`src/verilog/ring_line_pkg.sv`:
```
// Shared types and constants for the two-port ring and line forwarding logic.
//
// Overview of operation
// - A slave repeats received data to its other port with constant delay.
// - Same sync telegram type seen on both ports means line topology.
// - Primary on one port and secondary on the other means ring topology.
// - Forwarding sends port one data out port two and the reverse.
// - In the realtime slot forwarded data leaves exactly the forwarding delay plus one output register cycle later.
// - In the IP slot a slave always keeps forwarding enabled.
// - A master blocks forwarding for the whole realtime slot.
// - In IP slot a master blocks forwarding on single line or intact ring.
// - In IP slot a master forwards on two lines or a faulty ring.
// - Loopback sends data received on the chosen port out of both ports.
// - At most one of the two loopback states is ever selected.
// - A slave never loops back while the IP slot is active.
// - Loopback in realtime slot happens only under the listed conditions.
// - In initial phase, loop on first sync port until the other port sees sync.
// - The last node of a line loops back during the realtime slot.
// - Addresses 0 and 255 behave and evaluate sync exactly like any other.
// - In a ring a slave passes each channel copy on within its channel.
// - Reception loss on one port closes loopback on the other port.
// - Line end ports unused for realtime traffic may carry IP traffic.
package ring_line_pkg;

    // ***************************************************************
    // Widths and timing
    // ***************************************************************
    localparam int BEAT_W        = 8;
    localparam int FWD_DELAY_CYC = 4;
    localparam int PORT_COUNT    = 2;
    localparam int PORT_ONE_IDX  = 0;
    localparam int PORT_TWO_IDX  = 1;

    // ***************************************************************
    // Carriers
    // ***************************************************************
    typedef struct packed {
        logic              valid;
        logic [BEAT_W-1:0] data;
    } port_beat_t;

    typedef struct packed {
        logic seen;
        logic primary;
    } sync_ind_t;

    typedef enum logic [1:0] {
        MODE_BLOCK,
        MODE_FORWARD,
        MODE_LOOP_ONE,
        MODE_LOOP_TWO
    } mode_t;

    typedef enum logic [1:0] {
        TOPO_UNKNOWN,
        TOPO_LINE,
        TOPO_RING
    } topo_t;

    localparam port_beat_t BEAT_IDLE = '{valid: 1'b0, data: 8'h00};
    localparam mode_t      MODE_RST  = MODE_FORWARD;
    localparam topo_t      TOPO_RST  = TOPO_UNKNOWN;

endpackage : ring_line_pkg

```
`src/verilog/fixed_delay_line.sv`:
```
// Fixed-length delay line that repeats a port stream a constant number of cycles later.
`timescale 1ns/1ps
module fixed_delay_line
    import ring_line_pkg::*;
#(
    parameter int DEPTH = ring_line_pkg::FWD_DELAY_CYC
) (
    input  wire logic                     clk,
    input  wire logic                     sys_rst,
    input  wire ring_line_pkg::port_beat_t beat_in,
    output ring_line_pkg::port_beat_t      beat_out
);
    import ring_line_pkg::*;

    // ***************************************************************
    // Shift stages
    // ***************************************************************
    // The delay is a plain shift so it never depends on frame content.
    port_beat_t stage_reg  [DEPTH];
    port_beat_t stage_next [DEPTH];

    always_comb begin
        stage_next[0] = beat_in;
        for (int i = 1; i < DEPTH; i++) begin
            stage_next[i] = stage_reg[i-1];
        end
    end

    always_ff @(posedge clk) begin
        for (int i = 0; i < DEPTH; i++) begin
            if (sys_rst) begin
                stage_reg[i] <= BEAT_IDLE;
            end else begin
                stage_reg[i] <= stage_next[i];
            end
        end
    end

    assign beat_out = stage_reg[DEPTH-1];

endmodule : fixed_delay_line

```
`src/verilog/ring_line_port_forwarding.sv`:
```
// Port switching, topology detection and loopback control for a two-port participant.
`timescale 1ns/1ps
module ring_line_port_forwarding
    import ring_line_pkg::*;
#(
    parameter int FWD_DELAY = ring_line_pkg::FWD_DELAY_CYC
) (
    input  wire logic                      clk,
    input  wire logic                      sys_rst,
    input  wire logic                      is_master,
    input  wire logic                      rt_slot,
    input  wire logic                      initial_comm_phase,
    input  wire logic                      master_ring_intact,
    input  wire logic                      link_up_one,
    input  wire logic                      link_up_two,
    input  wire ring_line_pkg::sync_ind_t  sync_one,
    input  wire ring_line_pkg::sync_ind_t  sync_two,
    input  wire ring_line_pkg::port_beat_t rx_one,
    input  wire ring_line_pkg::port_beat_t rx_two,
    input  wire ring_line_pkg::port_beat_t ip_one,
    input  wire ring_line_pkg::port_beat_t ip_two,
    input  wire logic [1:0]                lost_clear,
    output ring_line_pkg::port_beat_t      tx_one,
    output ring_line_pkg::port_beat_t      tx_two,
    output logic                           ip_one_ready,
    output logic                           ip_two_ready,
    output ring_line_pkg::mode_t           port_mode,
    output ring_line_pkg::topo_t           topology,
    output logic [1:0]                     link_lost
);
    import ring_line_pkg::*;

    // ***************************************************************
    // Repeater delay lines
    // ***************************************************************
    port_beat_t fwd_from_one;
    port_beat_t fwd_from_two;

    fixed_delay_line #(
        .DEPTH    (FWD_DELAY)
    ) delay_one (
        .clk      (clk),
        .sys_rst  (sys_rst),
        .beat_in  (rx_one),
        .beat_out (fwd_from_one)
    );

    fixed_delay_line #(
        .DEPTH    (FWD_DELAY)
    ) delay_two (
        .clk      (clk),
        .sys_rst  (sys_rst),
        .beat_in  (rx_two),
        .beat_out (fwd_from_two)
    );

    // ***************************************************************
    // Sync telegram tracking and topology
    // ***************************************************************
    logic [1:0] seen_reg;
    logic [1:0] seen_next;
    logic [1:0] primary_reg;
    logic [1:0] primary_next;
    topo_t      topo_reg;
    topo_t      topo_next;

    // The device address never enters this evaluation.
    always_comb begin
        seen_next    = seen_reg;
        primary_next = primary_reg;
        topo_next    = TOPO_UNKNOWN;
        if (sync_one.seen) begin
            seen_next[PORT_ONE_IDX]    = 1'b1;
            primary_next[PORT_ONE_IDX] = sync_one.primary;
        end
        if (sync_two.seen) begin
            seen_next[PORT_TWO_IDX]    = 1'b1;
            primary_next[PORT_TWO_IDX] = sync_two.primary;
        end
        // A dead link forgets its sync so a replugged cable is learnt afresh.
        if (!link_up_one) begin
            seen_next[PORT_ONE_IDX] = 1'b0;
        end
        if (!link_up_two) begin
            seen_next[PORT_TWO_IDX] = 1'b0;
        end
        if (seen_reg == 2'b11) begin
            if (primary_reg[0] == primary_reg[1]) begin
                topo_next = TOPO_LINE;
            end else begin
                topo_next = TOPO_RING;
            end
        end else if (seen_reg != 2'b00) begin
            topo_next = TOPO_LINE;
        end
    end

    always_ff @(posedge clk) begin
        if (sys_rst) begin
            seen_reg    <= 2'b00;
            primary_reg <= 2'b00;
            topo_reg    <= TOPO_RST;
        end else begin
            seen_reg    <= seen_next;
            primary_reg <= primary_next;
            topo_reg    <= topo_next;
        end
    end

    // ***************************************************************
    // Link loss flags
    // ***************************************************************
    logic [1:0] link_prev_reg;
    logic [1:0] lost_reg;
    logic [1:0] lost_next;
    logic [1:0] link_now;

    assign link_now = {link_up_two, link_up_one};

    // A falling link in the clearing cycle still leaves the flag set.
    always_comb begin
        lost_next = (lost_reg & ~lost_clear) | (link_prev_reg & ~link_now);
    end

    always_ff @(posedge clk) begin
        if (sys_rst) begin
            link_prev_reg <= 2'b00;
            lost_reg      <= 2'b00;
        end else begin
            link_prev_reg <= link_now;
            lost_reg      <= lost_next;
        end
    end

    // ***************************************************************
    // Delay line fill tracking
    // ***************************************************************
    // After reset the delay lines hold idle beats, not what was received,
    // so the delay check waits until every stage has been refilled.
    logic [7:0] fill_cnt_reg;
    logic [7:0] fill_cnt_next;

    always_comb begin
        fill_cnt_next = fill_cnt_reg;
        if (fill_cnt_reg < 8'(FWD_DELAY)) begin
            fill_cnt_next = fill_cnt_reg + 8'h01;
        end
    end

    always_ff @(posedge clk) begin
        if (sys_rst) begin
            fill_cnt_reg <= 8'h00;
        end else begin
            fill_cnt_reg <= fill_cnt_next;
        end
    end

    // ***************************************************************
    // Port mode selection
    // ***************************************************************
    mode_t mode_reg;
    mode_t mode_next;
    logic  loop_one_cond;
    logic  loop_two_cond;
    logic  master_fwd;

    always_comb begin
        // First sync port loops until the other port hears sync too.
        // A line end, or a healed ring after reception loss, loops on the live port.
        loop_one_cond = (initial_comm_phase && seen_reg[0] && !seen_reg[1])
                      || (!initial_comm_phase && link_up_one && !link_up_two
                          && seen_reg[0]);
        loop_two_cond = (initial_comm_phase && seen_reg[1] && !seen_reg[0])
                      || (!initial_comm_phase && link_up_two && !link_up_one
                          && seen_reg[1]);
        master_fwd    = link_up_one && link_up_two && !master_ring_intact;
        mode_next     = MODE_FORWARD;
        if (is_master) begin
            if (rt_slot) begin
                mode_next = MODE_BLOCK;
            end else if (master_fwd) begin
                mode_next = MODE_FORWARD;
            end else begin
                mode_next = MODE_BLOCK;
            end
        end else if (!rt_slot) begin
            mode_next = MODE_FORWARD;
        end else if (loop_one_cond) begin
            mode_next = MODE_LOOP_ONE;
        end else if (loop_two_cond) begin
            // Port one wins a tie, so both loops can never be chosen together.
            mode_next = MODE_LOOP_TWO;
        end
    end

    always_ff @(posedge clk) begin
        if (sys_rst) begin
            mode_reg <= MODE_RST;
        end else begin
            mode_reg <= mode_next;
        end
    end

    // ***************************************************************
    // Transmit multiplexer
    // ***************************************************************
    port_beat_t tx_one_reg;
    port_beat_t tx_one_next;
    port_beat_t tx_two_reg;
    port_beat_t tx_two_next;
    logic       ip_lane;

    // Local IP only fills idle gaps so repeated traffic is never held back.
    assign ip_lane = !rt_slot && (mode_reg == MODE_FORWARD || mode_reg == MODE_BLOCK);

    always_comb begin
        tx_one_next  = BEAT_IDLE;
        tx_two_next  = BEAT_IDLE;
        ip_one_ready = 1'b0;
        ip_two_ready = 1'b0;
        unique case (mode_reg)
            MODE_BLOCK: begin
                tx_one_next = BEAT_IDLE;
                tx_two_next = BEAT_IDLE;
            end
            MODE_FORWARD: begin
                tx_one_next = fwd_from_two;
                tx_two_next = fwd_from_one;
            end
            MODE_LOOP_ONE: begin
                tx_one_next = fwd_from_one;
                tx_two_next = fwd_from_one;
            end
            MODE_LOOP_TWO: begin
                tx_one_next = fwd_from_two;
                tx_two_next = fwd_from_two;
            end
        endcase
        if (ip_lane && !tx_one_next.valid) begin
            ip_one_ready = 1'b1;
            tx_one_next  = ip_one;
        end
        if (ip_lane && !tx_two_next.valid) begin
            ip_two_ready = 1'b1;
            tx_two_next  = ip_two;
        end
    end

    always_ff @(posedge clk) begin
        if (sys_rst) begin
            tx_one_reg <= BEAT_IDLE;
            tx_two_reg <= BEAT_IDLE;
        end else begin
            tx_one_reg <= tx_one_next;
            tx_two_reg <= tx_two_next;
        end
    end

    assign tx_one    = tx_one_reg;
    assign tx_two    = tx_two_reg;
    assign port_mode = mode_reg;
    assign topology  = topo_reg;
    assign link_lost = lost_reg;

    // ***************************************************************
    // Assertions
    // ***************************************************************
    a_master_rt_block: assert property (@(posedge clk) disable iff (sys_rst)
        is_master && rt_slot |=> mode_reg == MODE_BLOCK)
        else $error("Master forwards during realtime slot.");

    a_master_ip_fwd: assert property (@(posedge clk) disable iff (sys_rst)
        is_master && !rt_slot && link_up_one && link_up_two && !master_ring_intact
        |=> mode_reg == MODE_FORWARD)
        else $error("Master does not forward on two lines in IP slot.");

    a_slave_ip_fwd: assert property (@(posedge clk) disable iff (sys_rst)
        !is_master && !rt_slot |=> mode_reg == MODE_FORWARD)
        else $error("Slave left forwarding during IP slot.");

    a_line_detect: assert property (@(posedge clk) disable iff (sys_rst)
        seen_reg == 2'b11 && primary_reg[0] == primary_reg[1] |=> topo_reg == TOPO_LINE)
        else $error("Equal sync types not reported as line.");

    a_ring_detect: assert property (@(posedge clk) disable iff (sys_rst)
        seen_reg == 2'b11 && primary_reg[0] != primary_reg[1] |=> topo_reg == TOPO_RING)
        else $error("Mixed sync types not reported as ring.");

    a_first_sync_loop: assert property (@(posedge clk) disable iff (sys_rst)
        !is_master && rt_slot && initial_comm_phase && seen_reg == 2'b10
        |=> mode_reg == MODE_LOOP_TWO)
        else $error("Initial phase loopback not taken on first sync port.");

    a_heal_loop: assert property (@(posedge clk) disable iff (sys_rst)
        !is_master && rt_slot && !initial_comm_phase && link_up_one && !link_up_two
        && seen_reg[0] |=> mode_reg == MODE_LOOP_ONE)
        else $error("Loopback not closed after reception loss.");

    a_loop_single: assert property (@(posedge clk) disable iff (sys_rst)
        mode_reg == MODE_LOOP_TWO |-> !$past(loop_one_cond))
        else $error("Loopback two chosen while port one qualified.");

    a_fwd_delay: assert property (@(posedge clk) disable iff (sys_rst)
        fill_cnt_reg == 8'(FWD_DELAY) && mode_reg == MODE_FORWARD && rt_slot
        |=> tx_two_reg == $past(rx_one, FWD_DELAY + 1))
        else $error("Forwarded data not at fixed delay.");

    a_loop_copy: assert property (@(posedge clk) disable iff (sys_rst)
        (mode_reg == MODE_LOOP_ONE || mode_reg == MODE_LOOP_TWO) && rt_slot
        |=> tx_one_reg == tx_two_reg)
        else $error("Loopback copies differ between ports.");

    a_lost_flag: assert property (@(posedge clk) disable iff (sys_rst)
        link_prev_reg[0] && !link_up_one |=> lost_reg[0] ##1 lost_reg[0] || $past(lost_clear[0]))
        else $error("Link loss flag not raised or dropped early.");

endmodule : ring_line_port_forwarding

```
`config.mk`:
```
export PLATFORM = sky130hd
export DESIGN_NAME = ring_line_port_forwarding
export DESIGN_NICKNAME = d
export VERILOG_FILES = /design/src/verilog/ring_line_pkg.sv /design/src/verilog/fixed_delay_line.sv /design/src/verilog/ring_line_port_forwarding.sv
export SDC_FILE = /design/constraint.sdc
export NUM_CORES = 1
export LEC_CHECK = 0
export BUFFER_PORTS_ARGS = -buffer_cell sky130_fd_sc_hd__buf_2
export CAP_MARGIN = 25
export CORE_MARGIN = 2
export CORE_UTILIZATION = 47
export DETAILED_ROUTE_END_ITERATION = 6
export PLACE_DENSITY = 0.74
export SYNTH_ARGS = -nofsm -noshare
export SYNTH_HDL_FRONTEND = slang
export SYNTH_SLANG_ARGS = --single-unit
export TNS_END_PERCENT = 5
```
`constraint.sdc`:
```
create_clock -name clk -period 2.15 [get_ports clk]
set_input_delay 0.43 -clock clk [delete_from_list [all_inputs] [get_ports clk]]
set_output_delay 0.43 -clock clk [all_outputs]
set_load 0.05 [all_outputs]
```
# Word-level counts from Yosys, hierarchy flattened
# Memory sizes are Yosys's and may differ from the RTL's.
# Index checks and enable logic that the tools add are counted.
# word_totals
ramBits	72
elab_cells	93
inputBits	50
memories	2
ff_bits	30
out_inout_bits	26
rom_bits	0
latchBits	0
# classes
n_reduce_logical	33
n_mul	0
n_eq_ne	5
n_bitwise	15
n_mux	26
addsub	0
magnitude_cmp	0
div	0
n_shift	0
# mem_list
name	depth	word_bits	read_ports	rd_clocked_by_memory_dff	write_ports	line_no	rtl
delay_one.stage_reg	4	9	4	0	4	fixed_delay_line.sv:19	port_beat_t stage_reg [DEPTH];
delay_two.stage_reg	4	9	4	0	4	fixed_delay_line.sv:19	
# op_table
op	count
$mux 9	10
$pmux 9 s3	2
$logic_and 1x1->1	15
$mux 2	6
$logic_not 1->1	9
$mux 1	8
$or 1x1->1	8
$reduce_or 2->1	4
$eq 2x2->1 const B	3
$and 2x2->2	2
$not 2->2	2
$logic_or 1x1->1	3
$eq 2x1->1 const B	1
$logic_not 2->1	1
$not 1->1	2
$or 2x2->2	1
$reduce_bool 2->1	1
$eq 1x1->1	1

# Depth between registers and ports, before layout
# logic_depth
depth_word	9
depth_mapped	8
mapped_depth_nobuf	5

# Modules after synthesis
# From an unflattened synthesis, not the netlist that was laid out.
# hier_totals
cells_unflattened	292
area_unflattened_um2	3440.8
# by_module_without_submodules
mod	cells_per_inst	instances	area_per_inst_um2	seq_area_each_um2
fixed_delay_line	75	2	994.7	720.7
ring_line_port_forwarding	142	1	1451.4	600.6

# Worst setup path before layout
# OpenSTA, ideal clock, no wires.
# synth_path
path_kind	register to output
startpoint	register mode_reg[0], in the netlist port_mode[0]
endpoint	output port ip_two_ready
arrival_time_ns	2.117
path_stages_with_launch	8
path_buffers	3
setup_slack_ns	-0.397
required_time_ns	1.720
cell_sequence	dfxtp_1 clkbuf_1 inv_1 ha_1 buf_4 a22oi_4 o21a_1 buf_4
# synth_between
elab_chain_len	6
word_cells_on_any_way	11
classes_between	3 x eq/ne; 2 x mux; 6 x reduce/logical
# synth_rtl
item	line_no	rtl
start: declaration	ring_line_port_forwarding.sv:161	mode_t mode_reg;
start signal: assignment	ring_line_port_forwarding.sv:200	mode_reg <= mode_next;
$eq 2x1->1 or $eq 2x2->1 (tied branches)	ring_line_port_forwarding.sv:214, ring_line_port_forwarding.sv:221	
$reduce_or 2->1 (no line)	-	
$pmux 9 s3	ring_line_port_forwarding.sv:221	unique case (mode_reg)
$logic_not 1->1	ring_line_port_forwarding.sv:243	if (ip_lane && !tx_two_next.valid) begin
$logic_and 1x1->1 (*)	ring_line_port_forwarding.sv:243	
$mux 1 (*)	ring_line_port_forwarding.sv:243	
end: declaration	ring_line_port_forwarding.sv:26	output logic ip_two_ready,
# Every way passes the cells marked *; elsewhere a longest branch is shown, timed or not.

# Worst setup path in the final report
# Ends and elaborated chain as after synthesis.

==> qor.yml <==
finalCritPeriodShare: 0.9615
async_reset_ff_frac: 0
fin_crit_ns: 2.067
hpwl_um: 4093
synth_edf_count: 0
pre_cts_ws_ns: 0.2572
wl_per_cell_um: 12.03
finalHoldViolations: 0
finalPower_mw: 3.474
drc: 0
clockBufferDepth: 2
avgSynthCellArea_um2: 11.45
ys_ff_latch: 102
placed_area_mm2: 0.003824
drv_slew: 0
antenna_found_initial: 0
final_cell_mix: "dfxtp_1 (100), nor2b_1 (76), buf_2 (73)"
drtAntennaViolNets: 0
multi_input_area_mm2: 0.001245
die_area_mm2: 0.007857
setup_viol: 0
finalSetupTns_ns: 0
final_nets: 431
ios: 76
register_area_mm2: 0.002049
num-fill-cells: 583
ys.flop_type: "dfxtp_1"
worst_slew_pin_slew_ns: 0.4761
finalWorstSetupSlack_ns: 0.08274
routed_wl_um: 5739
start_kind: "register"
arrival_ns: 1.64
final_design_area_no_fill_mm2: 0.004126
grt_max_degree: 29
fmax_mhz: 483.7
cp_data_required_time_ns: 1.72
insertion_delay_ns: 0.35
initial_utilization: 0.4902
yosysUniqueCellTypes: 36
drive_gt1_frac: 0.3176
syn2layout_area_growth_pct: 22.56
final_common_cell: "dfxtp_1"
peakVddDrop_mv: 0.6202
cap_violations: 0
viasPerCell: 4.732
row_count: 30
crit_fanout: 9
path_clk_slew_ns: 0.10
cts_tree: "built"
drtIter0Drc: 88
rsz0062_at_grt: "false"
synth_seq_area_share: 0.6065
dr.pass1.iters: 4
power_density_mw_per_mm2: 841.9
end_kind: "primary output"
finClkSkew_ns: 0.007346
die_w_um: 88.64
fp.dieH_um: 88.64
overflow: 0
synth_nets: 349
clock-sinks: 102
vias: 2257
grt_pass1_wl_um: 9059
io_buffers: 75
final_core_util: 0.6007
hold_class: "primary input to register"
diodes: 0
syn_area_mm2: 0.003367
htree_levels: 3
cts_made_buffers: 9
track_usage: 0.1522
p_leak_nw: 1.719
core_mm2: 0.006869
slew_headroom: 0.6744
cts-root-buf: "clkbuf_8"
yosysWarnings: 0
grt_pass1_vias: 2050
gp_congestion: 0.8581
status: "completed"
synth_cells: 294
worstSetupPathType: "register to primary output"
logic make-up (layout without fill, tap and decap cells):
kind of cell               after synthesis  in the layout  share of synthesized area
AOI/OAI and AO/OA                       59             59                     0.1524
DFF                                    102            102                     0.6065
xor gates and xnor gates                 1              1                   0.002602
adders and majority gates                5              5                    0.01858
and+or+nand+nor                        102            102                     0.1787
buffers and inverters                   23            110                    0.03530
muxes                                    2              2                   0.005946
cells in the mapped netlist, types with 2 or more instances:
master / number / area (um^2)
nand2_1: 10 / 37.54
o21ai_0: 3 / 15.01
nor3b_1: 2 / 15.01
nand2b_1: 5 / 31.28
a22oi_1: 16 / 120.1
inv_1: 3 / 11.26
a2111oi_1: 6 / 60.06
clkbuf_1: 8 / 30.03
buf_6: 2 / 22.52
nand3b_1: 2 / 15.01
nor2b_1: 76 / 475.5
buf_2: 5 / 25.02
o21a_1: 4 / 30.03
dfxtp_1: 102 / 2042
buf_4: 3 / 22.52
o32ai_1: 8 / 70.07
ha_1: 5 / 62.56
a21oi_1: 4 / 20.02
nor2_1: 6 / 22.52
mux2i_1: 2 / 20.02
a31o_1: 7 / 61.31
critical path: stages (launching register included):
cell and delay, ns:
dfxtp_4 0.39, buf_4 0.11, ha_2 0.19, o21ba_4 0.22, o21a_1 0.17, buf_4 0.20
path summary, 6_finish.rpt:
kind | start | to | slack (ns) | cells past startpoint
setup / recovery | port_mode[0] | ip_two_ready | 0.08 | 5
hold / removal | rx_two[0] | delay_two.stage_reg[0][0] | 0.28 | 2
setup reg to reg | port_mode[1] | tx_two[7] | 0.36 | 6
hold reg to reg | delay_two.stage_reg[0][4] | delay_two.stage_reg[0][13] | 0.43 | 1
layout make-up:
type,instances,share of cell area
flip-flops and latches,102,0.4967
multi-input cells,169,0.3017
repair buffers,90,0.1204
clock buffers,11,0.03669
well taps,96,0.02911
clock inverters,5,0.01183
inverters,4,0.003639
where the power goes:
group          switching (mW)  total (mW)  internal, mW
clock                   0.651        1.16         0.509
combinational           0.198       0.335         0.136
sequential             0.0219        1.98          1.96
stage by stage:
stage | std cells | hold WS [ns]
2_1_floorplan | 294 | 0.4138
3_3_place_gp | 454 | 0.4189
3_5_place_dp | 454 | 0.4204
4_1_cts | 471 | 0.2648
5_1_grt | 477 | 0.2689
6_report | 477 | 0.2807
per-layer routing:
| metal | up-vias | track usage | share of wire |
|---|---|---|---|
| met5 | - | 0 | 0 |
| li1 | 1165 | - | - |
| met3 | 10 | 0.03825 | 0.046 |
| met2 | 59 | 0.2564 | 0.49 |
| met4 | 0 | 0.07576 | 0.018 |
| met1 | 1023 | 0.1802 | 0.45 |
timing repair:
action / 4_1_cts / 5_1_grt
buffers inserted: 1 / 6
pin swaps: 0 / 2
hold buffers: 0 / 0
endpoints found under the setup margin: 2 / 2
gates resized for setup: 4 / 9
(Power assumes the default switching activity.)
